==> src/verilog/tap_pkg.sv <==
// constants and types shared by the boundary-scan test port
package tap_pkg;

	// ----------------------------------------------------------------
	// register widths and synchroniser depth
	// ----------------------------------------------------------------
	localparam int IR_W        = 4;
	localparam int ID_W        = 32;
	localparam int SYNC_STAGES = 3;

	// ----------------------------------------------------------------
	// pin population; 16 + 17 + 3 * 4 = 45 chain cells
	// ----------------------------------------------------------------
	localparam int N_IN     = 16;
	localparam int N_OUT    = 17;
	localparam int N_BI     = 4;
	localparam int BI_CELLS = 3;
	localparam int BI_IN    = 0;
	localparam int BI_DATA  = 1;
	localparam int BI_CTL   = 2;

	// ----------------------------------------------------------------
	// instruction codes
	// ----------------------------------------------------------------
	localparam logic [IR_W-1:0] IR_EXTEST  = 4'h0;
	localparam logic [IR_W-1:0] IR_SAMPLE  = 4'h1;
	localparam logic [IR_W-1:0] IR_CLAMP   = 4'h2;
	localparam logic [IR_W-1:0] IR_HIGHZ   = 4'h3;
	localparam logic [IR_W-1:0] IR_IDCODE  = 4'h6;
	localparam logic [IR_W-1:0] IR_BYPASS  = 4'hf;
	localparam logic [IR_W-1:0] IR_CAPTURE = 4'h1;

	// ----------------------------------------------------------------
	// identification word layout; field values are arbitrary
	// ----------------------------------------------------------------
	localparam int          ID_VER_LSB  = 28;
	localparam int          ID_PART_LSB = 12;
	localparam int          ID_MFR_LSB  = 1;
	localparam logic [3:0]  ID_VERSION  = 4'h2;
	localparam logic [15:0] ID_PART     = 16'h1234;
	localparam logic [10:0] ID_MFR      = 11'h055;
	localparam logic        ID_ONE      = 1'b1;

	// ----------------------------------------------------------------
	// controller states and data register selection
	// ----------------------------------------------------------------
	typedef enum logic [3:0] {
		TEST_RESET, RUN_IDLE,
		SEL_DR, CAP_DR, SHIFT_DR, EXIT1_DR, PAUSE_DR, EXIT2_DR, UPD_DR,
		SEL_IR, CAP_IR, SHIFT_IR, EXIT1_IR, PAUSE_IR, EXIT2_IR, UPD_IR
	} tap_state_type;

	typedef enum logic [1:0] {
		PATH_BSR, PATH_ID, PATH_BYPASS
	} dr_path_type;

endpackage : tap_pkg

==> src/verilog/pin_sync.sv <==
// three-stage synchroniser with agreement filter and edge pulses
`timescale 1ns/1ns
module pin_sync #(
	parameter int              WIDTH = 1,
	parameter logic [WIDTH-1:0] INIT = '1
) (
	// clock and reset
	input  wire logic             mclk_in,
	input  wire logic             resetn_in,
	// asynchronous inputs
	input  wire logic [WIDTH-1:0] async_in,
	// filtered level and edge pulses
	output logic      [WIDTH-1:0] level_out,
	output logic      [WIDTH-1:0] rise_out,
	output logic      [WIDTH-1:0] fall_out
);

	logic [WIDTH-1:0] s1;
	logic [WIDTH-1:0] s2;
	logic [WIDTH-1:0] s3;

	// ----------------------------------------------------------------
	// per bit: a change counts only once stages two and three agree
	// ----------------------------------------------------------------
	genvar i;
	for (i = 0; i < WIDTH; i++) begin : g_bit
		always_ff @(posedge mclk_in) begin
			if (!resetn_in) begin
				s1[i]        <= INIT[i];
				s2[i]        <= INIT[i];
				s3[i]        <= INIT[i];
				level_out[i] <= INIT[i];
				rise_out[i]  <= 1'b0;
				fall_out[i]  <= 1'b0;
			end else begin
				s1[i]        <= async_in[i];
				s2[i]        <= s1[i];
				s3[i]        <= s2[i];
				if (s2[i] == s3[i]) begin
					level_out[i] <= s3[i];
				end
				rise_out[i] <= (s2[i] == s3[i]) && s3[i] && !level_out[i];
				fall_out[i] <= (s2[i] == s3[i]) && !s3[i] && level_out[i];
			end
		end
	end

endmodule : pin_sync

==> src/verilog/boundary_scan_tap.sv <==
// boundary-scan test access port with 45-cell chain
`timescale 1ns/1ns

// Contract
// RL1 - tms, tck, tdi, tdo plus async test reset
// RL2 - after test reset, id register sits in path
// RL3 - update loads shifted code, else idcode
// RL4 - unassigned codes behave as bypass
// RL5 - code 0000 drives pins from chain cells
// RL6 - tester preloads cells before external test
// RL7 - sample/preload snapshots pins, system undisturbed
// RL8 - id word fields, shifted lsb first
// RL9 - clamp holds pins, bypass in path
// RL10 - highz floats outputs, bypass in path
// RL11 - bypass is one stage, one tck delay
// RL12 - every pin has cells; bidir has three
// RL13 - sixteen-state controller, tdo on falling tck
// RL14 - fixed documented cell order in chain
module boundary_scan_tap #(
	parameter int N_IN  = tap_pkg::N_IN,
	parameter int N_OUT = tap_pkg::N_OUT,
	parameter int N_BI  = tap_pkg::N_BI
) (
	// clock and reset
	input  wire logic             mclk_in,
	input  wire logic             resetn_in,
	// test port
	input  wire logic             tck_in,
	input  wire logic             tms_in,
	input  wire logic             tdi_in,
	input  wire logic             tap_async_reset_n_in,
	output logic                  tdo_out,
	output logic                  tdo_oe_n_out,
	// input pins and core side
	input  wire logic [N_IN-1:0]  board_in,
	output logic      [N_IN-1:0]  core_in_out,
	// output pins and core side
	input  wire logic [N_OUT-1:0] core_out_in,
	output logic      [N_OUT-1:0] board_out_out,
	output logic      [N_OUT-1:0] board_out_oe_n_out,
	// bidirectional pins and core side
	input  wire logic [N_BI-1:0]  bi_core_out_in,
	input  wire logic [N_BI-1:0]  bi_core_oe_n_in,
	output logic      [N_BI-1:0]  bi_core_in_out,
	input  wire logic [N_BI-1:0]  bi_board_in,
	output logic      [N_BI-1:0]  bi_board_out,
	output logic      [N_BI-1:0]  bi_board_oe_n_out
);

	// ----------------------------------------------------------------
	// chain layout
	// ----------------------------------------------------------------
	localparam int OUT_BASE = N_IN;
	localparam int BI_BASE  = N_IN + N_OUT;
	localparam int BSR_W    = BI_BASE + tap_pkg::BI_CELLS * N_BI;

	tap_pkg::tap_state_type     state;
	tap_pkg::tap_state_type     next_state;
	tap_pkg::dr_path_type       path;
	logic [3:0]                 lvl;
	logic [3:0]                 rise;
	logic [3:0]                 fall;
	logic                       tck_rise;
	logic                       tck_fall;
	logic                       tms;
	logic                       tdi;
	logic                       test_reset;
	logic [tap_pkg::IR_W-1:0]   ir;
	logic [tap_pkg::IR_W-1:0]   ir_shift;
	logic                       ir_new;
	logic [tap_pkg::ID_W-1:0]   id_shift;
	logic [tap_pkg::ID_W-1:0]   id_value;
	logic                       bypass;
	logic [BSR_W-1:0]           bsr_shift;
	logic [BSR_W-1:0]           bsr_upd;
	logic [BSR_W-1:0]           bsr_cap;
	logic                       drive_bsr;
	logic                       float_all;
	logic [N_OUT-1:0]           next_out;
	logic [N_BI-1:0]            next_bi;
	logic [N_BI-1:0]            next_bi_oe_n;
	logic                       next_tdo;

	// ----------------------------------------------------------------
	// test port sampling; tck is seen only through its edges
	// ----------------------------------------------------------------
	pin_sync #(
		.WIDTH (4),
		.INIT  (4'hf)
	) u_sync (
		.mclk_in   (mclk_in),
		.resetn_in (resetn_in),
		.async_in  ({tap_async_reset_n_in, tdi_in, tms_in, tck_in}),
		.level_out (lvl),
		.rise_out  (rise),
		.fall_out  (fall)
	);

	// tms and tdi share the tck latency, so their levels line up
	assign tck_rise   = rise[0];
	assign tck_fall   = fall[0];
	assign tms        = lvl[1];
	assign tdi        = lvl[2];
	// acts on level alone, no tck edge needed
	assign test_reset = !lvl[3]; // RL1

	// ----------------------------------------------------------------
	// controller
	// ----------------------------------------------------------------
	always_comb begin
		unique case (state) // RL13
			tap_pkg::TEST_RESET: next_state = tms ? tap_pkg::TEST_RESET
			                                      : tap_pkg::RUN_IDLE;
			tap_pkg::RUN_IDLE:   next_state = tms ? tap_pkg::SEL_DR
			                                      : tap_pkg::RUN_IDLE;
			tap_pkg::SEL_DR:     next_state = tms ? tap_pkg::SEL_IR
			                                      : tap_pkg::CAP_DR;
			tap_pkg::CAP_DR:     next_state = tms ? tap_pkg::EXIT1_DR
			                                      : tap_pkg::SHIFT_DR;
			tap_pkg::SHIFT_DR:   next_state = tms ? tap_pkg::EXIT1_DR
			                                      : tap_pkg::SHIFT_DR;
			tap_pkg::EXIT1_DR:   next_state = tms ? tap_pkg::UPD_DR
			                                      : tap_pkg::PAUSE_DR;
			tap_pkg::PAUSE_DR:   next_state = tms ? tap_pkg::EXIT2_DR
			                                      : tap_pkg::PAUSE_DR;
			tap_pkg::EXIT2_DR:   next_state = tms ? tap_pkg::UPD_DR
			                                      : tap_pkg::SHIFT_DR;
			tap_pkg::UPD_DR:     next_state = tms ? tap_pkg::SEL_DR
			                                      : tap_pkg::RUN_IDLE;
			tap_pkg::SEL_IR:     next_state = tms ? tap_pkg::TEST_RESET
			                                      : tap_pkg::CAP_IR;
			tap_pkg::CAP_IR:     next_state = tms ? tap_pkg::EXIT1_IR
			                                      : tap_pkg::SHIFT_IR;
			tap_pkg::SHIFT_IR:   next_state = tms ? tap_pkg::EXIT1_IR
			                                      : tap_pkg::SHIFT_IR;
			tap_pkg::EXIT1_IR:   next_state = tms ? tap_pkg::UPD_IR
			                                      : tap_pkg::PAUSE_IR;
			tap_pkg::PAUSE_IR:   next_state = tms ? tap_pkg::EXIT2_IR
			                                      : tap_pkg::PAUSE_IR;
			tap_pkg::EXIT2_IR:   next_state = tms ? tap_pkg::UPD_IR
			                                      : tap_pkg::SHIFT_IR;
			tap_pkg::UPD_IR:     next_state = tms ? tap_pkg::SEL_DR
			                                      : tap_pkg::RUN_IDLE;
		endcase
	end

	always_ff @(posedge mclk_in) begin
		if (!resetn_in || test_reset) begin
			state <= tap_pkg::TEST_RESET; // RL1
		end else if (tck_rise) begin
			state <= next_state; // RL13
		end
	end

	// ----------------------------------------------------------------
	// instruction register
	// ----------------------------------------------------------------
	always_ff @(posedge mclk_in) begin
		if (!resetn_in || test_reset || state == tap_pkg::TEST_RESET) begin
			ir       <= tap_pkg::IR_IDCODE; // RL2
			ir_shift <= tap_pkg::IR_CAPTURE;
			ir_new   <= 1'b0;
		end else if (tck_rise && state == tap_pkg::CAP_IR) begin
			ir_shift <= tap_pkg::IR_CAPTURE;
			ir_new   <= 1'b0;
		end else if (tck_rise && state == tap_pkg::SHIFT_IR) begin
			ir_shift <= {tdi, ir_shift[tap_pkg::IR_W-1:1]};
			ir_new   <= 1'b1;
		end else if (tck_fall && state == tap_pkg::UPD_IR) begin
			// decoded outputs only move here or in test-logic reset, never while shifting
			ir     <= ir_new ? ir_shift : tap_pkg::IR_IDCODE; // RL3
			ir_new <= 1'b0;
		end
	end

	// ----------------------------------------------------------------
	// instruction decode
	// ----------------------------------------------------------------
	always_comb begin
		drive_bsr = 1'b0;
		float_all = 1'b0;
		unique case (ir)
			tap_pkg::IR_EXTEST: begin
				path      = tap_pkg::PATH_BSR; // RL5
				drive_bsr = 1'b1; // RL5
			end
			tap_pkg::IR_SAMPLE: begin
				path = tap_pkg::PATH_BSR; // RL7
			end
			tap_pkg::IR_IDCODE: begin
				path = tap_pkg::PATH_ID;
			end
			tap_pkg::IR_CLAMP: begin
				path      = tap_pkg::PATH_BYPASS; // RL9
				drive_bsr = 1'b1; // RL9
			end
			tap_pkg::IR_HIGHZ: begin
				path      = tap_pkg::PATH_BYPASS; // RL10
				float_all = 1'b1; // RL10
			end
			default: begin
				path = tap_pkg::PATH_BYPASS; // RL4 RL11
			end
		endcase
	end

	// ----------------------------------------------------------------
	// identification word
	// ----------------------------------------------------------------
	always_comb begin
		id_value = '0;
		id_value[tap_pkg::ID_VER_LSB +: 4]   = tap_pkg::ID_VERSION; // RL8
		id_value[tap_pkg::ID_PART_LSB +: 16] = tap_pkg::ID_PART; // RL8
		id_value[tap_pkg::ID_MFR_LSB +: 11]  = tap_pkg::ID_MFR; // RL8
		id_value[0]                          = tap_pkg::ID_ONE; // RL8
	end

	// ----------------------------------------------------------------
	// chain cells: inputs, then outputs, then in/data/ctl per bidir
	// ----------------------------------------------------------------
	genvar i;
	for (i = 0; i < N_IN; i++) begin : g_in
		assign bsr_cap[i] = board_in[i]; // RL12 RL14
	end
	for (i = 0; i < N_OUT; i++) begin : g_out
		assign bsr_cap[OUT_BASE+i] = board_out_out[i]; // RL12 RL14
		assign next_out[i] = drive_bsr ? bsr_upd[OUT_BASE+i]
		                               : core_out_in[i]; // RL5 RL9
	end
	for (i = 0; i < N_BI; i++) begin : g_bi
		localparam int B = BI_BASE + tap_pkg::BI_CELLS * i;
		assign bsr_cap[B+tap_pkg::BI_IN]   = bi_board_in[i]; // RL12 RL14
		assign bsr_cap[B+tap_pkg::BI_DATA] = bi_board_out[i]; // RL12
		assign bsr_cap[B+tap_pkg::BI_CTL]  = bi_board_oe_n_out[i]; // RL12
		assign next_bi[i] = drive_bsr ? bsr_upd[B+tap_pkg::BI_DATA]
		                              : bi_core_out_in[i];
		assign next_bi_oe_n[i] = float_all ? 1'b1 :
		                         drive_bsr ? bsr_upd[B+tap_pkg::BI_CTL]
		                                   : bi_core_oe_n_in[i]; // RL10
	end

	// ----------------------------------------------------------------
	// data registers
	// ----------------------------------------------------------------
	always_ff @(posedge mclk_in) begin
		if (!resetn_in) begin
			id_shift  <= '0;
			bypass    <= 1'b0;
			bsr_shift <= '0;
		end else if (tck_rise && state == tap_pkg::CAP_DR) begin
			unique case (path)
				tap_pkg::PATH_BSR:    bsr_shift <= bsr_cap; // RL7
				tap_pkg::PATH_ID:     id_shift  <= id_value; // RL2
				tap_pkg::PATH_BYPASS: bypass    <= 1'b0;
			endcase
		end else if (tck_rise && state == tap_pkg::SHIFT_DR) begin
			unique case (path)
				tap_pkg::PATH_BSR:
					bsr_shift <= {tdi, bsr_shift[BSR_W-1:1]};
				tap_pkg::PATH_ID:
					id_shift <= {tdi, id_shift[tap_pkg::ID_W-1:1]}; // RL8
				tap_pkg::PATH_BYPASS:
					bypass <= tdi; // RL11
			endcase
		end
	end

	// update cells hold through clamp, since only the chain path loads them
	always_ff @(posedge mclk_in) begin
		if (!resetn_in) begin
			bsr_upd <= '0;
		end else if (tck_fall && state == tap_pkg::UPD_DR &&
		             path == tap_pkg::PATH_BSR) begin
			bsr_upd <= bsr_shift; // RL7 RL9
		end
	end

	// ----------------------------------------------------------------
	// serial output, moved on falling tck
	// ----------------------------------------------------------------
	always_comb begin
		unique case (path)
			tap_pkg::PATH_BSR:    next_tdo = bsr_shift[0];
			tap_pkg::PATH_ID:     next_tdo = id_shift[0];
			tap_pkg::PATH_BYPASS: next_tdo = bypass;
		endcase
	end

	always_ff @(posedge mclk_in) begin
		if (!resetn_in || test_reset) begin
			tdo_out      <= 1'b0;
			tdo_oe_n_out <= 1'b1;
		end else if (tck_fall) begin
			tdo_oe_n_out <= !(state == tap_pkg::SHIFT_IR ||
			                  state == tap_pkg::SHIFT_DR); // RL13
			// tdo holds outside shifting, so a released line never wiggles
			if (state == tap_pkg::SHIFT_IR) begin
				tdo_out <= ir_shift[0]; // RL13
			end else if (state == tap_pkg::SHIFT_DR) begin
				tdo_out <= next_tdo; // RL13
			end
		end
	end

	// ----------------------------------------------------------------
	// pin drivers; one mclk of latency keeps every output on a flop
	// ----------------------------------------------------------------
	always_ff @(posedge mclk_in) begin
		if (!resetn_in) begin
			core_in_out        <= '0;
			bi_core_in_out     <= '0;
			board_out_out      <= '0;
			board_out_oe_n_out <= '1;
			bi_board_out       <= '0;
			bi_board_oe_n_out  <= '1;
		end else begin
			// core keeps seeing live pins, so sampling is non-intrusive
			core_in_out        <= board_in; // RL7
			bi_core_in_out     <= bi_board_in;
			board_out_out      <= next_out;
			board_out_oe_n_out <= {N_OUT{float_all}}; // RL10
			bi_board_out       <= next_bi;
			bi_board_oe_n_out  <= next_bi_oe_n;
		end
	end

endmodule : boundary_scan_tap

==> config.mk <==
export PLATFORM = sky130hd
export DESIGN_NAME = boundary_scan_tap
export DESIGN_NICKNAME = d
export VERILOG_FILES = /design/src/verilog/tap_pkg.sv /design/src/verilog/pin_sync.sv /design/src/verilog/boundary_scan_tap.sv
export SDC_FILE = /design/constraint.sdc
export NUM_CORES = 1
export LEC_CHECK = 0
export BUFFER_PORTS_ARGS = -buffer_cell sky130_fd_sc_hd__clkbuf_2
export CAP_MARGIN = 20
export CORE_ASPECT_RATIO = 1.1
export CORE_MARGIN = 3
export CORE_UTILIZATION = 56
export DETAILED_ROUTE_END_ITERATION = 7
export PLACE_DENSITY = 0.82
export SLEW_MARGIN = 5
export SYNTH_ARGS = -nofsm -noshare
export SYNTH_HDL_FRONTEND = slang
export SYNTH_SLANG_ARGS = --single-unit
==> constraint.sdc <==
create_clock -name mclk_in -period 2.5 [get_ports mclk_in]
set_input_delay 0.125 -clock mclk_in [delete_from_list [all_inputs] [get_ports mclk_in]]
set_output_delay 0.125 -clock mclk_in [all_outputs]
set_load 0.02 [all_outputs]
==> metrics.yaml <==
outcome: "completed"
fin_tns_setup_ns: 0
htreeDepth: 4
ys_seq_area_share_pct: 51.1
power.density_nw_per_um2: 705
grt_pass1_vias: 5994
fin_crit_sh_pct: 88.3
drive_above_1_share_pct: 16.9
fin_skew_ns: 0.00798
cp_max_fo: 32
numCtsBuffers: 17
antenna_found_initial: 0
cts.path.max_buffers: 2
avgSynthCellArea_um2: 8.33
ios: 115
synth_cell_types: 44
maxCapViolations: 0
p_seq_share_pct: 48.0
grt.total_usage_pct: 24.2
syn_inst: 855
yosys.area_share.simple_pct: 23.5
dieArea_um2: 14100
core_um2: 12200
hp-start: "resetn_in"
clkSinkCount: 182
initial_core_util_pct: 58.2
path_buf_inv: 1
rr_endpoint: "id_shift[9]$_SDFFE_PN0P_"
worstSetupStartpointType: "flip-flop"
synth_compound_area_share_pct: 18.9
synth.mux.area_fraction_pct: 0.421
max_freq_mhz: 453
post-cts-setup-buffers: 0
cts_resized: 0
path_class: "flip-flop to flip-flop"
final_nets: 1022
ant_nets: 0
pwr-share-clk_pct: 46.4
sw_frac_of_total_pct: 21.3
grt_first_pass_wirelength_mm: 28.2
grt.overflow.total: 0
totalWireLength_mm: 16.8
cts_root_buffer: "clkbuf_16"
rsz0062_at_grt: "no"
final_common_cell: "nand2_1"
dp_hpwl_mm: 9.48
crit_slowest_cell: "or3b_1"
io_buffers: 114
yosys_register_bits: 182
worstSetupEndpointType: "flip-flop"
hold_viol: 0
wl_per_cell_um: 14.8
drcViolationCount: 0
arrival_ns: 2.55
cts_tree: "done"
switchingPower_mw: 1.32
grt_max_degree: 91
synthAdderAreaFrac_pct: 0.351
synth_warnings: 0
synth_top_family_by_area: "simple AND/OR/NAND/NOR gates"
r2r_start: "state[1]$_SDFFE_PP0P_"
areaGrowthSynthToFinish_pct: 23.3
vdd_drop_max_mv: 0.549
layout_common_cells: "nand2_1, dfxtp_1, clkbuf_2"
fin_crit_ns: 2.21
clk-insertion-delay-late_ns: 0.43
n_antenna_cell: 0
combPwrFrac_pct: 5.5
synth-xor-area-share_pct: 0
p_int_mw: 4.88
regToRegSetupSlack_ns: 0.29
hold_path_class: "primary input to flip-flop"
std_cell_rows: 42
placed_cells: 1055
finalSetupViolations: 0
die_y_um: 124
drt_iter0_markers: 391
vias: 6303
path_clk_slew_ns: 0.07
dr.pass1.iters: 5
instances_no_fill: 1135
hold_depth: 2
drv_slew: 0
power.leakage_nw: 3.37
worstMarginPinSlew_ns: 0.702
p_total_mw: 6.20
min_to: "id_shift[19]$_SDFFE_PN0P_"
fp.dieW_um: 114
cp.required_ns: 2.84
rr_worst_depth: 5
gp_congestion: 0.884
slowest_delay_ns: 0.52
slew_headroom_pct: 53.2
path_delay_family: "simple AND/OR/NAND/NOR gates"
synth_nets: 908
via_per_inst: 5.55
crit_chain: "or3b_1 > a2111oi_4 > buf_4 > nand3_1 > a21boi_0"
synth_area_um2: 7130
==> flip-flops by register name (all words and copies together), names as in the netlist, 16 cells and up <==
| register | cells |
|---|---|
| bsr_upd | 25 |
| board_out_out | 17 |
| core_in_out | 16 |
| id_shift | 32 |
| bsr_shift | 45 |
==> what timing repair did <==
item                                    4_1_cts  5_1_grt
endpoints found under the hold margin        68        0
endpoints found under the setup margin        0        0
hold buffers                                 49        0
==> per-layer routing <==
metal | vias up | global-route usage, % | routed length [um]
met5 | - | 0 | 0
met4 | 0 | 9.41 | 471
met3 | 38 | 5.54 | 831
met2 | 198 | 40.2 | 8440
met1 | 2965 | 30.2 | 7080
li1 | 3102 | - | -
==> how the worst max path moves through the flow <==
stage,slack (ns),endpoint,start,cells past startpoint
final,0.29,id_shift[9]$_SDFFE_PN0P_,state[1]$_SDFFE_PP0P_,5
after global routing,0.18,id_shift[9]$_SDFFE_PN0P_,state[1]$_SDFFE_PP0P_,5
after CTS,0.31,id_shift[9]$_SDFFE_PN0P_,state[1]$_SDFFE_PP0P_,5
after detailed placement,0.40,id_shift[28]$_SDFFE_PN0P_,state[1]$_SDFFE_PP0P_,5
after global placement,0.45,bsr_shift[4]$_SDFFE_PN0P_,state[1]$_SDFFE_PP0P_,5
after floorplan,0.57,id_shift[14]$_SDFFE_PN0P_,state[2]$_SDFFE_PP0P_,6
==> cells in the mapped netlist <==
cell	instances	area (um2)
o31a_1	1	8.76
a211oi_1	2	15.0
o221a_2	1	11.3
clkbuf_1	58	218
nor3b_1	15	113
nor4b_1	2	17.5
and4_1	1	8.76
a21o_1	1	7.51
a21boi_1	13	97.6
buf_4	16	120
and4b_1	1	10.0
a21oi_1	16	80.1
or3_1	1	6.26
o31ai_1	1	7.51
a2111oi_0	1	8.76
a2111oi_4	2	55.1
nor3_1	13	65.1
or2_2	1	6.26
o21ai_1	45	225
nand2b_1	15	93.8
and2_1	23	144
a31oi_1	47	294
and3_1	4	25.0
nor2_1	26	97.6
mux2i_1	3	30.0
o21a_1	1	7.51
o2111ai_1	1	8.76
nand2_1	231	867
nand3_1	33	165
a2111o_1	1	11.3
o21ai_0	13	65.1
and3b_1	1	8.76
nand3b_1	2	15.0
or3b_1	1	8.76
o22ai_1	1	6.26
inv_1	6	22.5
nor2b_1	2	12.5
buf_2	9	45.0
dfxtp_1	182	3640
o211ai_1	2	15.0
nand4_1	2	12.5
a22oi_1	2	15.0
ha_1	2	25.0
a21boi_0	54	405
==> area by class of cell <==
| cell class | instances | area (um2) |
|---|---|---|
| tap | 154 | 193 |
| multi-input combinational | 584 | 3090 |
| clock buffer | 18 | 429 |
| fill | 896 | 3460 |
| inverter | 6 | 22.5 |
| timing repair buffer | 178 | 1210 |
| clock inverter | 13 | 201 |
| sequential | 182 | 3640 |
==> cells by family after synthesis <==
logic type,after synthesis
compound gates,205
fa+ha+maj,2
buf+inv,89
flops,182
mux,3
simple gates,374
==> power by group through the flow <==
stage | Clock [mW] | Sequential, mW | Combinational, mW
global route | 3.03 | 2.98 | 0.371
CTS | 2.91 | 2.98 | 0.339
finish | 2.88 | 2.98 | 0.343
detailed placement | 0 | 3.04 | 0.276
global placement | 0 | 3.04 | 0.274
floorplan | 0 | 3.08 | 0.129
==> per-stage QoR <==
stage	area [um2]	hold slack [ns]	util [%]	worst slack (ns)
after floorplan	7130	0.226	-	0.572
after global placement	7670	0.305	62.6	0.447
after detailed placement	7670	0.313	62.6	0.397
after CTS	8790	0.154	71.8	0.305
after global routing	8790	0.191	71.8	0.182
final	8790	0.162	71.8	0.292
Note: power is estimated with default switching activity, not from simulation.
